==> src/logic/tlb_pkg.sv <==
// constants and types shared by the task link busy tracker
// Function
// call/interrupt switch writes old record selector into new link, then sets nested flag
// interrupt return with nested flag 1 goes back to the task in link field
// jump switch does not nest: link unused, nested flag not forced
// new busy set on jump/call, must be clear first; unchanged on return, must be set
// old busy cleared on jump and return, kept set on call/interrupt
// new nested flag from record image on jump/return, forced set on call
// old nested flag cleared only on interrupt return
// old link never changed; new link unchanged on jump and return
// task switched flag set on every switch
// call/interrupt to busy task raises protection fault; return does not
// refuse switch to current task or any nested busy task; chain unbounded
// every busy read-modify-write is a locked memory access
// nested flag writable by software without privilege check
// software should initialise each link field to zero
// uniprocessor unlinking: mask interrupts, relink, clear busy flags, unmask
// multiprocessor unlinking locks record and descriptor together
// page directory base reloaded from incoming record on each switch
// paging off maps linear addresses straight to physical
// outgoing state saved on every successful switch, restored on resume
// cause code selects jump, call/interrupt or return updates
package tlb_pkg;
  localparam int         SEL_W        = 16;
  localparam int         ADDR_W       = 32;
  localparam int         DATA_W       = 32;
  // cause encodings
  localparam logic [1:0] CAUSE_JUMP   = 2'h0;
  localparam logic [1:0] CAUSE_CALL   = 2'h1;
  localparam logic [1:0] CAUSE_RETURN = 2'h2;
  // record field offsets (bytes from record base)
  localparam logic [ADDR_W-1:0] OFS_LINK  = 32'h0000_0000;
  localparam logic [ADDR_W-1:0] OFS_PDB   = 32'h0000_001c;
  localparam logic [ADDR_W-1:0] OFS_FLAGS = 32'h0000_0024;
  // descriptor word holding the busy flag, and the busy, nested, switched and paging bit positions
  localparam logic [ADDR_W-1:0] OFS_DESC_HI = 32'h0000_0004;
  localparam int         BUSY_BIT     = 9;
  localparam int         NESTED_BIT   = 14;
  localparam int         TS_BIT       = 3;
  localparam int         PG_BIT       = 31;
  // reset values
  localparam logic [DATA_W-1:0] CTRL_RST  = 32'h0000_0000;
  localparam logic [DATA_W-1:0] PDB_RST   = 32'h0000_0000;
  localparam logic [SEL_W-1:0]  SEL_RST   = 16'h0000;
  // fault codes
  localparam logic [1:0] FLT_NONE     = 2'h0;
  localparam logic [1:0] FLT_PROT     = 2'h1;
  localparam logic [1:0] FLT_REC      = 2'h2;

  typedef enum logic [8:0] {
    ST_IDLE   = 9'h001,
    ST_RDNEW  = 9'h002,
    ST_WRNEW  = 9'h004,
    ST_RDOLD  = 9'h008,
    ST_WROLD  = 9'h010,
    ST_SAVE   = 9'h020,
    ST_LINK   = 9'h040,
    ST_LOAD   = 9'h080,
    ST_DONE   = 9'h100
  } tlb_state_t;
endpackage : tlb_pkg

==> src/logic/tlb_task_link_busy_tracker.sv <==
// task linkage, busy flag and control flag updates for a hardware task switch
//
// Design decisions made here: the placing of the registers and the address-and-strobe port.
`timescale 1ns/1ps
module tlb_task_link_busy_tracker (
  input  wire logic                       CLK_SYS,
  input  wire logic                       RST_N,
  // switch request
  input  wire logic                       SW_REQ,
  input  wire logic [1:0]                 SW_CAUSE,
  input  wire logic [tlb_pkg::SEL_W-1:0]  SW_TARGET_SEL,
  input  wire logic [tlb_pkg::ADDR_W-1:0] SW_NEW_REC_BASE,
  input  wire logic [tlb_pkg::ADDR_W-1:0] SW_NEW_DESC_ADDR,
  input  wire logic [tlb_pkg::ADDR_W-1:0] SW_OLD_DESC_ADDR,
  input  wire logic [tlb_pkg::ADDR_W-1:0] SW_OLD_REC_BASE,
  input  wire logic [tlb_pkg::DATA_W-1:0] SW_SAVED_FLAGS,
  // software flag writes, paging enable and linear address
  input  wire logic                       NF_WR,
  input  wire logic                       NF_WDATA,
  input  wire logic                       TS_CLR,
  input  wire logic                       PG_EN,
  input  wire logic [tlb_pkg::ADDR_W-1:0] LIN_ADDR,
  // memory port
  output logic                            MEM_REQ,
  output logic                            MEM_WE,
  output logic                            MEM_LOCK,
  output logic [tlb_pkg::ADDR_W-1:0]      MEM_ADDR,
  output logic [tlb_pkg::DATA_W-1:0]      MEM_WDATA,
  input  wire logic                       MEM_ACK,
  input  wire logic [tlb_pkg::DATA_W-1:0] MEM_RDATA,
  // status
  output logic                            SW_DONE,
  output logic [1:0]                      SW_FAULT,
  output logic                            NESTED_TASK_FLAG,
  output logic                            TASK_SWITCHED_FLAG,
  output logic [tlb_pkg::SEL_W-1:0]       CUR_TASK_SEL,
  output logic [tlb_pkg::DATA_W-1:0]      PAGE_DIR_BASE,
  output logic [tlb_pkg::ADDR_W-1:0]      PHYS_ADDR,
  output logic                            PHYS_DIRECT
);

  // ************************************************************
  // state
  // ************************************************************
  typedef struct packed {
    tlb_pkg::tlb_state_t              st;
    logic [1:0]                       cause;
    logic [tlb_pkg::SEL_W-1:0]        tgt;
    logic [tlb_pkg::SEL_W-1:0]        link;
    logic [tlb_pkg::ADDR_W-1:0]       nrec;
    logic [tlb_pkg::ADDR_W-1:0]       ndesc;
    logic [tlb_pkg::ADDR_W-1:0]       odesc;
    logic [tlb_pkg::ADDR_W-1:0]       orec;
    logic [tlb_pkg::DATA_W-1:0]       sflags;
    logic [tlb_pkg::DATA_W-1:0]       flags_img;
    logic [1:0]                       phase;
    logic                             req;
    logic                             we;
    logic                             lock;
    logic [tlb_pkg::ADDR_W-1:0]       addr;
    logic [tlb_pkg::DATA_W-1:0]       wdata;
    logic                             done;
    logic [1:0]                       fault;
    logic                             nt;
    logic                             ts;
    logic [tlb_pkg::SEL_W-1:0]        cur;
    logic [tlb_pkg::DATA_W-1:0]       pdb;
    logic [tlb_pkg::ADDR_W-1:0]       paddr;
    logic                             pdir;
  } tlb_regs_t;

  tlb_regs_t s_r;
  tlb_regs_t s_nxt;
  logic      pg_meta_r;
  logic      pg_sync_r;

  // ************************************************************
  // page enable synchroniser
  // ************************************************************
  always_ff @(posedge CLK_SYS or negedge RST_N) begin
    if (!RST_N) begin
      pg_meta_r <= 1'b0;
      pg_sync_r <= 1'b0;
    end else begin
      pg_meta_r <= PG_EN;
      pg_sync_r <= pg_meta_r;
    end
  end

  // ************************************************************
  // next state
  // ************************************************************
  always_comb begin
    s_nxt      = s_r;
    s_nxt.done = 1'b0;
    s_nxt.paddr = LIN_ADDR;
    s_nxt.pdir  = !pg_sync_r;
    if (NF_WR && s_r.st == tlb_pkg::ST_IDLE) begin
      s_nxt.nt = NF_WDATA;
    end
    if (TS_CLR) begin
      s_nxt.ts = 1'b0;
    end
    unique case (s_r.st)
      tlb_pkg::ST_IDLE: begin
        if (SW_REQ) begin
          s_nxt.cause  = SW_CAUSE;
          s_nxt.nrec   = SW_NEW_REC_BASE;
          s_nxt.ndesc  = SW_NEW_DESC_ADDR;
          s_nxt.odesc  = SW_OLD_DESC_ADDR;
          s_nxt.orec   = SW_OLD_REC_BASE;
          s_nxt.sflags = SW_SAVED_FLAGS;
          s_nxt.fault  = tlb_pkg::FLT_NONE;
          if (SW_CAUSE == tlb_pkg::CAUSE_RETURN) begin
            if (s_r.nt) begin
              s_nxt.tgt = s_r.link;
            end else begin
              s_nxt.tgt = SW_TARGET_SEL;
            end
          end else begin
            s_nxt.tgt = SW_TARGET_SEL;
          end
          if (SW_CAUSE != tlb_pkg::CAUSE_RETURN && SW_TARGET_SEL == s_r.cur) begin
            s_nxt.fault = tlb_pkg::FLT_PROT;
            s_nxt.done  = 1'b1;
          end else begin
            s_nxt.st    = tlb_pkg::ST_RDNEW;
            s_nxt.req   = 1'b1;
            s_nxt.we    = 1'b0;
            s_nxt.lock  = 1'b1;
            s_nxt.addr  = SW_NEW_DESC_ADDR + tlb_pkg::OFS_DESC_HI;
          end
        end
      end
      tlb_pkg::ST_RDNEW: begin
        if (MEM_ACK) begin
          if (s_r.cause == tlb_pkg::CAUSE_RETURN) begin
            s_nxt.st   = tlb_pkg::ST_RDOLD;
            s_nxt.addr = s_r.odesc + tlb_pkg::OFS_DESC_HI;
            if (!MEM_RDATA[tlb_pkg::BUSY_BIT]) begin
              s_nxt.fault = tlb_pkg::FLT_REC;
              s_nxt.st    = tlb_pkg::ST_IDLE;
              s_nxt.req   = 1'b0;
              s_nxt.lock  = 1'b0;
              s_nxt.done  = 1'b1;
            end
          end else if (MEM_RDATA[tlb_pkg::BUSY_BIT]) begin
            s_nxt.fault = tlb_pkg::FLT_PROT;
            s_nxt.st    = tlb_pkg::ST_IDLE;
            s_nxt.req   = 1'b0;
            s_nxt.lock  = 1'b0;
            s_nxt.done  = 1'b1;
          end else begin
            s_nxt.st    = tlb_pkg::ST_WRNEW;
            s_nxt.we    = 1'b1;
            s_nxt.wdata = MEM_RDATA | (32'h0000_0001 << tlb_pkg::BUSY_BIT);
          end
        end
      end
      tlb_pkg::ST_WRNEW: begin
        if (MEM_ACK) begin
          s_nxt.we = 1'b0;
          if (s_r.cause == tlb_pkg::CAUSE_JUMP) begin
            s_nxt.st   = tlb_pkg::ST_RDOLD;
            s_nxt.addr = s_r.odesc + tlb_pkg::OFS_DESC_HI;
          end else begin
            s_nxt.st   = tlb_pkg::ST_SAVE;
            s_nxt.lock = 1'b0;
            s_nxt.we   = 1'b1;
            s_nxt.addr = s_r.orec + tlb_pkg::OFS_FLAGS;
            s_nxt.wdata = s_r.sflags;
          end
        end
      end
      tlb_pkg::ST_RDOLD: begin
        if (MEM_ACK) begin
          s_nxt.st    = tlb_pkg::ST_WROLD;
          s_nxt.we    = 1'b1;
          s_nxt.wdata = MEM_RDATA & ~(32'h0000_0001 << tlb_pkg::BUSY_BIT);
        end
      end
      tlb_pkg::ST_WROLD: begin
        if (MEM_ACK) begin
          s_nxt.st    = tlb_pkg::ST_SAVE;
          s_nxt.lock  = 1'b0;
          s_nxt.addr  = s_r.orec + tlb_pkg::OFS_FLAGS;
          s_nxt.wdata = s_r.sflags;
          if (s_r.cause == tlb_pkg::CAUSE_RETURN) begin
            s_nxt.wdata = s_r.sflags & ~(32'h0000_0001 << tlb_pkg::NESTED_BIT);
          end
        end
      end
      tlb_pkg::ST_SAVE: begin
        if (MEM_ACK) begin
          if (s_r.cause == tlb_pkg::CAUSE_CALL) begin
            s_nxt.st    = tlb_pkg::ST_LINK;
            s_nxt.addr  = s_r.nrec + tlb_pkg::OFS_LINK;
            s_nxt.wdata = {16'h0000, s_r.cur};
          end else begin
            s_nxt.st    = tlb_pkg::ST_LOAD;
            s_nxt.we    = 1'b0;
            s_nxt.addr  = s_r.nrec + tlb_pkg::OFS_FLAGS;
          end
        end
      end
      tlb_pkg::ST_LINK: begin
        if (MEM_ACK) begin
          s_nxt.st   = tlb_pkg::ST_LOAD;
          s_nxt.we   = 1'b0;
          s_nxt.addr = s_r.nrec + tlb_pkg::OFS_FLAGS;
        end
      end
      tlb_pkg::ST_LOAD: begin
        if (MEM_ACK) begin
          if (s_r.phase == 2'h0) begin
            s_nxt.flags_img = MEM_RDATA;
            s_nxt.phase     = 2'h1;
            s_nxt.addr      = s_r.nrec + tlb_pkg::OFS_PDB;
          end else if (s_r.phase == 2'h1) begin
            s_nxt.pdb   = MEM_RDATA;
            s_nxt.phase = 2'h2;
            s_nxt.addr  = s_r.nrec + tlb_pkg::OFS_LINK;
          end else begin
            s_nxt.phase = 2'h0;
            s_nxt.req   = 1'b0;
            s_nxt.st    = tlb_pkg::ST_DONE;
            s_nxt.cur   = s_r.tgt;
            s_nxt.link  = MEM_RDATA[tlb_pkg::SEL_W-1:0];
            if (s_r.cause == tlb_pkg::CAUSE_CALL) begin
              s_nxt.nt = 1'b1;
            end else begin
              s_nxt.nt = s_r.flags_img[tlb_pkg::NESTED_BIT];
            end
          end
        end
      end
      tlb_pkg::ST_DONE: begin
        s_nxt.ts   = 1'b1;
        s_nxt.done = 1'b1;
        s_nxt.st   = tlb_pkg::ST_IDLE;
      end
      default: begin
        s_nxt.st  = tlb_pkg::ST_IDLE;
        s_nxt.req = 1'b0;
      end
    endcase
  end

  always_ff @(posedge CLK_SYS or negedge RST_N) begin
    if (!RST_N) begin
      s_r       <= '0;
      s_r.st    <= tlb_pkg::ST_IDLE;
      s_r.pdb   <= tlb_pkg::PDB_RST;
      s_r.cur   <= tlb_pkg::SEL_RST;
      s_r.tgt   <= tlb_pkg::SEL_RST;
      s_r.link  <= tlb_pkg::SEL_RST;
      s_r.pdir  <= 1'b1;
    end else begin
      s_r <= s_nxt;
    end
  end

  // ************************************************************
  // outputs
  // ************************************************************
  assign MEM_REQ            = s_r.req;
  assign MEM_WE             = s_r.we;
  assign MEM_LOCK           = s_r.lock;
  assign MEM_ADDR           = s_r.addr;
  assign MEM_WDATA          = s_r.wdata;
  assign SW_DONE            = s_r.done;
  assign SW_FAULT           = s_r.fault;
  assign NESTED_TASK_FLAG   = s_r.nt;
  assign TASK_SWITCHED_FLAG = s_r.ts;
  assign CUR_TASK_SEL       = s_r.cur;
  assign PAGE_DIR_BASE      = s_r.pdb;
  assign PHYS_ADDR          = s_r.paddr;
  assign PHYS_DIRECT        = s_r.pdir;

endmodule : tlb_task_link_busy_tracker

==> config.mk <==
export PLATFORM = sky130hd
export DESIGN_NAME = tlb_task_link_busy_tracker
export DESIGN_NICKNAME = d
export VERILOG_FILES = /design/src/logic/tlb_pkg.sv /design/src/logic/tlb_task_link_busy_tracker.sv
export SDC_FILE = /design/constraint.sdc
export NUM_CORES = 1
export LEC_CHECK = 0
export BUFFER_PORTS_ARGS = -buffer_cell sky130_fd_sc_hd__buf_2
export CORE_ASPECT_RATIO = 0.7
export CORE_MARGIN = 2
export CORE_UTILIZATION = 50
export DETAILED_ROUTE_END_ITERATION = 10
export PLACE_DENSITY = 0.82
export SYNTH_ARGS = -nofsm -noshare
export SYNTH_HDL_FRONTEND = slang
export SYNTH_SLANG_ARGS = --single-unit
==> constraint.sdc <==
create_clock -name CLK_SYS -period 5.9 [get_ports CLK_SYS]
set_clock_uncertainty 0.05 [all_clocks]
set_input_delay 0.885 -clock CLK_SYS [delete_from_list [all_inputs] [get_ports CLK_SYS]]
set_output_delay 0.885 -clock CLK_SYS [all_outputs]
set_load 0.1 [all_outputs]
# [Word-level counts from Yosys, hierarchy flattened]
# Index checks and enable logic that the tools add are counted.
[classes] add_sub_neg=5 n_eq_ne=35 muxes=73 bitwise=3 reduce_logical=24
[ops] cell="2-to-1 mux 32 bit" count=12
[ops] cell="case mux 32 bit (7 select lines)" count=1
[ops] cell="case mux 32 bit (5 select lines)" count=1
[ops] cell="2-to-1 mux 9 bit" count=11
[ops] cell="case mux 9 bit (8 select lines)" count=1
[ops] cell="2-to-1 mux 35 bit" count=2
[ops] cell="2-to-1 mux 70 bit" count=1
[ops] cell="2-to-1 mux 66 bit" count=1
[ops] cell="2-to-1 mux 65 bit" count=1
[ops] cell="adder 32 x 3 -> 32 bit, second input constant" count=2
[ops] cell="adder 32 x 6 -> 32 bit, second input constant" count=2
[ops] cell="2-to-1 mux 64 bit" count=1
[ops] cell="inequality test 2 bit, second input constant" count=18
[ops] cell="AND reduction 11 bit" count=3
[ops] cell="adder 32 x 5 -> 32 bit, second input constant" count=1
[ops] cell="2-to-1 mux 16 bit" count=2
[ops] cell="2-to-1 mux 27 bit" count=1
[ops] cell="2-to-1 mux 1 bit" count=20
[ops] cell="2-to-1 mux 3 bit" count=6
[ops] cell="AND reduction 9 bit" count=2
[ops] cell="equality test 16 bit" count=1
[ops] cell="2-to-1 mux 15 bit" count=1
[ops] cell="AND reduction 10 bit" count=1
[ops] cell="equality test 9 x 1 -> 1 bit, second input constant" count=1
[ops] cell="33 further kinds" count=47
[totals] reg_bits=360 input_bits=250 out_inout_bits=153 word_cells=165

# [Longest topological paths before layout]
[depth] ltp_word=7 depth_mapped=11 ltp_nobuf=9

# [Worst setup path after synthesis]
# Ideal clock, no wire load.
[synth_timing] path_type="input to register" from="in SW_TARGET_SEL[10] (netlist name)" to="reg s_r[387] (netlist name)" setup_time_ps=128 t_arrival_ps=2803 required_time_ps=5722 setup_slack_ps=2919 path_stages=7 path_buffers=0 cell_sequence="xor2_1 -> nor4_1 -> nand3_1 -> nor4_2 -> o21ai_0 -> nand2_2 -> mux2_1"
[synth_between] elab_chain_cells=4
[synth_rtl] element="start, declared" line="tlb_task_link_busy_tracker.sv:11" rtl="input wire logic [tlb_pkg::SEL_W-1:0] SW_TARGET_SEL,"
[synth_rtl] element="equality test 16 bit" line="tlb_task_link_busy_tracker.sv:123" rtl="if (SW_CAUSE != tlb_pkg::CAUSE_RETURN && SW_TARGET_SEL == s_r.cur) begin"
[synth_rtl] element="logical AND 1 bit" line="tlb_task_link_busy_tracker.sv:123"
[synth_rtl] element="inequality test 2 bit (no line)"
[synth_rtl] element="AND reduction 11 bit (no line)"
[synth_rtl] element="end signal, assigned" line="tlb_task_link_busy_tracker.sv:259" rtl="s_r <= s_nxt;"
[synth_rtl] element="end, declared" line="tlb_task_link_busy_tracker.sv:72" rtl="tlb_regs_t s_r;"
# No other way between the ends.
# A chain may end at the register's enable or synchronous reset.

# [Worst setup path in the final report]
[layout_timing] from="reg s_r[382] (netlist name)" to="reg s_r, in the netlist MEM_WDATA[2]"
[layout_between] elab_chain_cells=3 word_cells_on_any_way=17 cone_classes="eq/ne: 14; mux: 1; reduce/logical: 2"
[layout_rtl] element="equality test 9 x 2 -> 1 bit (tied with other cells)" line="tlb_task_link_busy_tracker.sv:104" rtl="unique case (s_r.st)"
[layout_rtl] element="nonzero test 5 bit (no line) or inequality test 2 bit (tied branches)"
[layout_rtl] element="AND reduction 10 bit (no line)"
# Several ways; a longest one is shown, not always the timed one.

==> flow_summary.ini <==
[clock_network]
clkTransAtPathRegs_ns = 0.06
holdBufCountCts = 0
clk_latency_ns = 0.54
cts_buffer_depth = 3
cts.sinks = 329
clock-root-buffer = clkbuf_16
cts_tree = yes
cts_resized = 0
htreeDepth = 2
post_cts_buffers = 0
cts_buffers = 36

[floorplanning]
die_h_um = 164
core_um2 = 36100
fp.dieW_um = 233
start_util = 0.510
core.rowCount = 58
boundaryPins = 403
dieArea_um2 = 38400

[synth]
netlist_area_um2 = 18400
synth_fp_nets = 1991
synth-main-ff-cell = dfrtp_1
synth_seq_cells = 329
synth_warnings = 0
synth_edf_count = 0
syn_avg_cell_area_um2 = 10.6
synth.distinct_cells = 92
synth.top_cell.area_share = 0.445
synthCells = 1732
synth_area_leaders = dfrtp_1 (44%), mux2_2 (14%), buf_4 (6.3%)
async_flop_share = 1.00
yosysTopAreaCell = dfrtp_1
yosysSeqAreaShare = 0.448

[min_path]
hp-class = in2async

[layout]
drive_above_1_share = 0.382
multi_input_area_um2 = 8590
finalNonFillerCells = 2454
areaGrowthSynthToFinish_pct = 13.5
finalInstanceArea_um2 = 20900
fin_util = 0.579
fin_nets = 2206
fillers = 3035
regArea_um2 = 8240

[critical_path]
path_class = reg2reg
critPathSlowestCell = and3_1
cp.buffers_inverters = 0
r2r-start = s_r[382]
worstSetupEndpointType = register
cp.arrival_ns = 4.53
path_cells = nor3_1 > and3_1 > a21oi_1 > nand3_1 > nand3_2 > mux2_2
r2r_end = MEM_WDATA[2]
crit_path_max_incr_delay_ns = 1.08
reg2reg_slack_ns = 1.73
crit_fanout = 32
start_kind = register
reg2reg_depth = 6
cp_top_family = simple AND/OR/NAND/NOR gates
required_ns = 6.25

[global_routing]
antenna_found_initial = 3
grt_pass1_vias = 14400
track_usage = 0.291
grt-ovfl-total = 0
grt_pass1_wl_um = 85400
grt_max_degree = 126

[sta]
tns_ns = 0
hold_viol = 0
tightest_slew_ns = 1.36
slew_headroom = 0.0864
final_max_slew_viol_count = 0
setup_viol = 0
finalCriticalPeriod_ns = 4.17
fmax_mhz = 240
rsz0062_at_grt = false
fin_crit_sh = 0.707

[job]
drv_cap = 0

[placed_design]
dpl.cell_count = 2389
io_buffers = 402
hpwlAfterDp_um = 42800
dpl-instance-area_um2 = 19700
gp_congestion = 1.02

[power_and_ir_drop]
power_density_nw_per_um2 = 555
ir_drop_uv = 381
power_mw = 11.6
p_leak_nw = 9.75

[routing]
finalWirelength_um = 57500
vias = 15000
post_drt_wl_per_cell_um = 23.4
drc_errors = 0
drt_iter0_markers = 1659
drt_pass1_iterations = 6
final_antenna_net_count = 0
routed_via_density = 6.11

[status]
status = finished, final reports clean
-- registers in the layout, summed over array words and instances, names as in the netlist --
| register | flops |
|---|---|
| SW_FAULT | 2 |
| PHYS_ADDR | 32 |
| MEM_WDATA | 32 |
| MEM_REQ | 1 |
| MEM_LOCK | 1 |
| TASK_SWITCHED_FLAG | 1 |
| pg_sync_r | 1 |
| PHYS_DIRECT | 1 |
| pg_meta_r | 1 |
| MEM_WE | 1 |
| MEM_ADDR | 32 |
| PAGE_DIR_BASE | 32 |
| NESTED_TASK_FLAG | 1 |
| CUR_TASK_SEL | 16 |
| SW_DONE | 1 |
| s_r | 174 |
-- cells in the mapped netlist, types with 10 or more instances --
master	number
dfrtp_1	327
mux2_2	234
buf_4	154
nand2_1	143
nor2_1	71
clkbuf_1	57
xnor2_1	57
xor2_1	55
nand3_1	53
nand4_1	49
o21ai_0	49
a21oi_1	42
nor3_1	41
inv_1	25
a22oi_1	23
buf_2	22
mux2i_1	22
a22o_1	21
nor4_1	20
and3_1	18
o21ai_1	18
o22ai_1	17
o221ai_1	15
nand2b_1	10
or3_1	10
-- worst max-delay path by stage --
stage,from,slack (ns),to,cells after the start
final,s_r[382],1.73,MEM_WDATA[2],6
after global routing,s_r[382],1.61,MEM_WDATA[30],6
after CTS,s_r[382],1.87,MEM_WDATA[30],6
after detailed placement,SW_TARGET_SEL[10],1.86,s_r[388],8
after global placement,SW_TARGET_SEL[10],1.85,s_r[388],8
after floorplan,SW_TARGET_SEL[10],2.92,s_r[387],7
-- cells by family (layout without fill, tap and decap cells) --
kind of cell,count (synthesis),count (layout),synth area share
simple gates,482,482,0.137
flops,329,329,0.448
compound gates,277,277,0.110
buf+inv,264,504,0.0884
mux,259,259,0.157
xor+xnor,112,112,0.0533
fa+ha+maj,9,9,0.00612
other cells,0,2,0
-- cells in the final DEF (no fill, tap or decap), types with 18 or more instances in the layout --
cell,count
nand3_1,51
a21oi_1,42
xor2_1,55
nor2_1,71
o21ai_0,49
a22o_1,21
a22oi_1,23
mux2_2,234
nor3_1,41
clkbuf_16,37
buf_2,401
nor4_1,20
xnor2_1,57
nand2_1,142
and3_1,18
nand4_1,49
inv_1,25
mux2i_1,22
dfrtp_1,327
o21ai_1,18
-- through the flow --
stage / hold WS, ns / setup WS (ns)
floorplan: 0.281 / 2.92
global placement: 0.288 / 1.85
detailed placement: 0.297 / 1.86
CTS: 0.311 / 1.87
global route: 0.321 / 1.61
finish: 0.305 / 1.73
-- area by class of cell --
| cell class | count | area share |
|---|---|---|
| Multi-Input combinational cell | 1139 | 0.411 |
| Timing Repair Buffer | 416 | 0.102 |
| Inverter | 25 | 0.00449 |
| Clock inverter | 14 | 0.0101 |
| Tap cell | 480 | 0.0288 |
| Antenna cell | 2 | 0.000240 |
| Clock buffer | 49 | 0.0484 |
| Sequential cell | 329 | 0.394 |
-- metal layers --
metal | GRT usage | up-vias | share of wire
li1 | - | 6569 | -
met1 | 0.416 | 7469 | 0.42
met2 | 0.425 | 834 | 0.43
met3 | 0.0915 | 125 | 0.12
met4 | 0.0776 | 2 | 0.025
met5 | 0 | - | 0.00021
-- power by group --
part	leakage (nW)	internal (mW)	total (mW)	switching (mW)
clock	0.594	1.43	2.37	0.941
sequential	4.09	3.02	3.94	0.918
combinational	5.07	1.64	5.28	3.64
(Power assumes the default switching activity.)
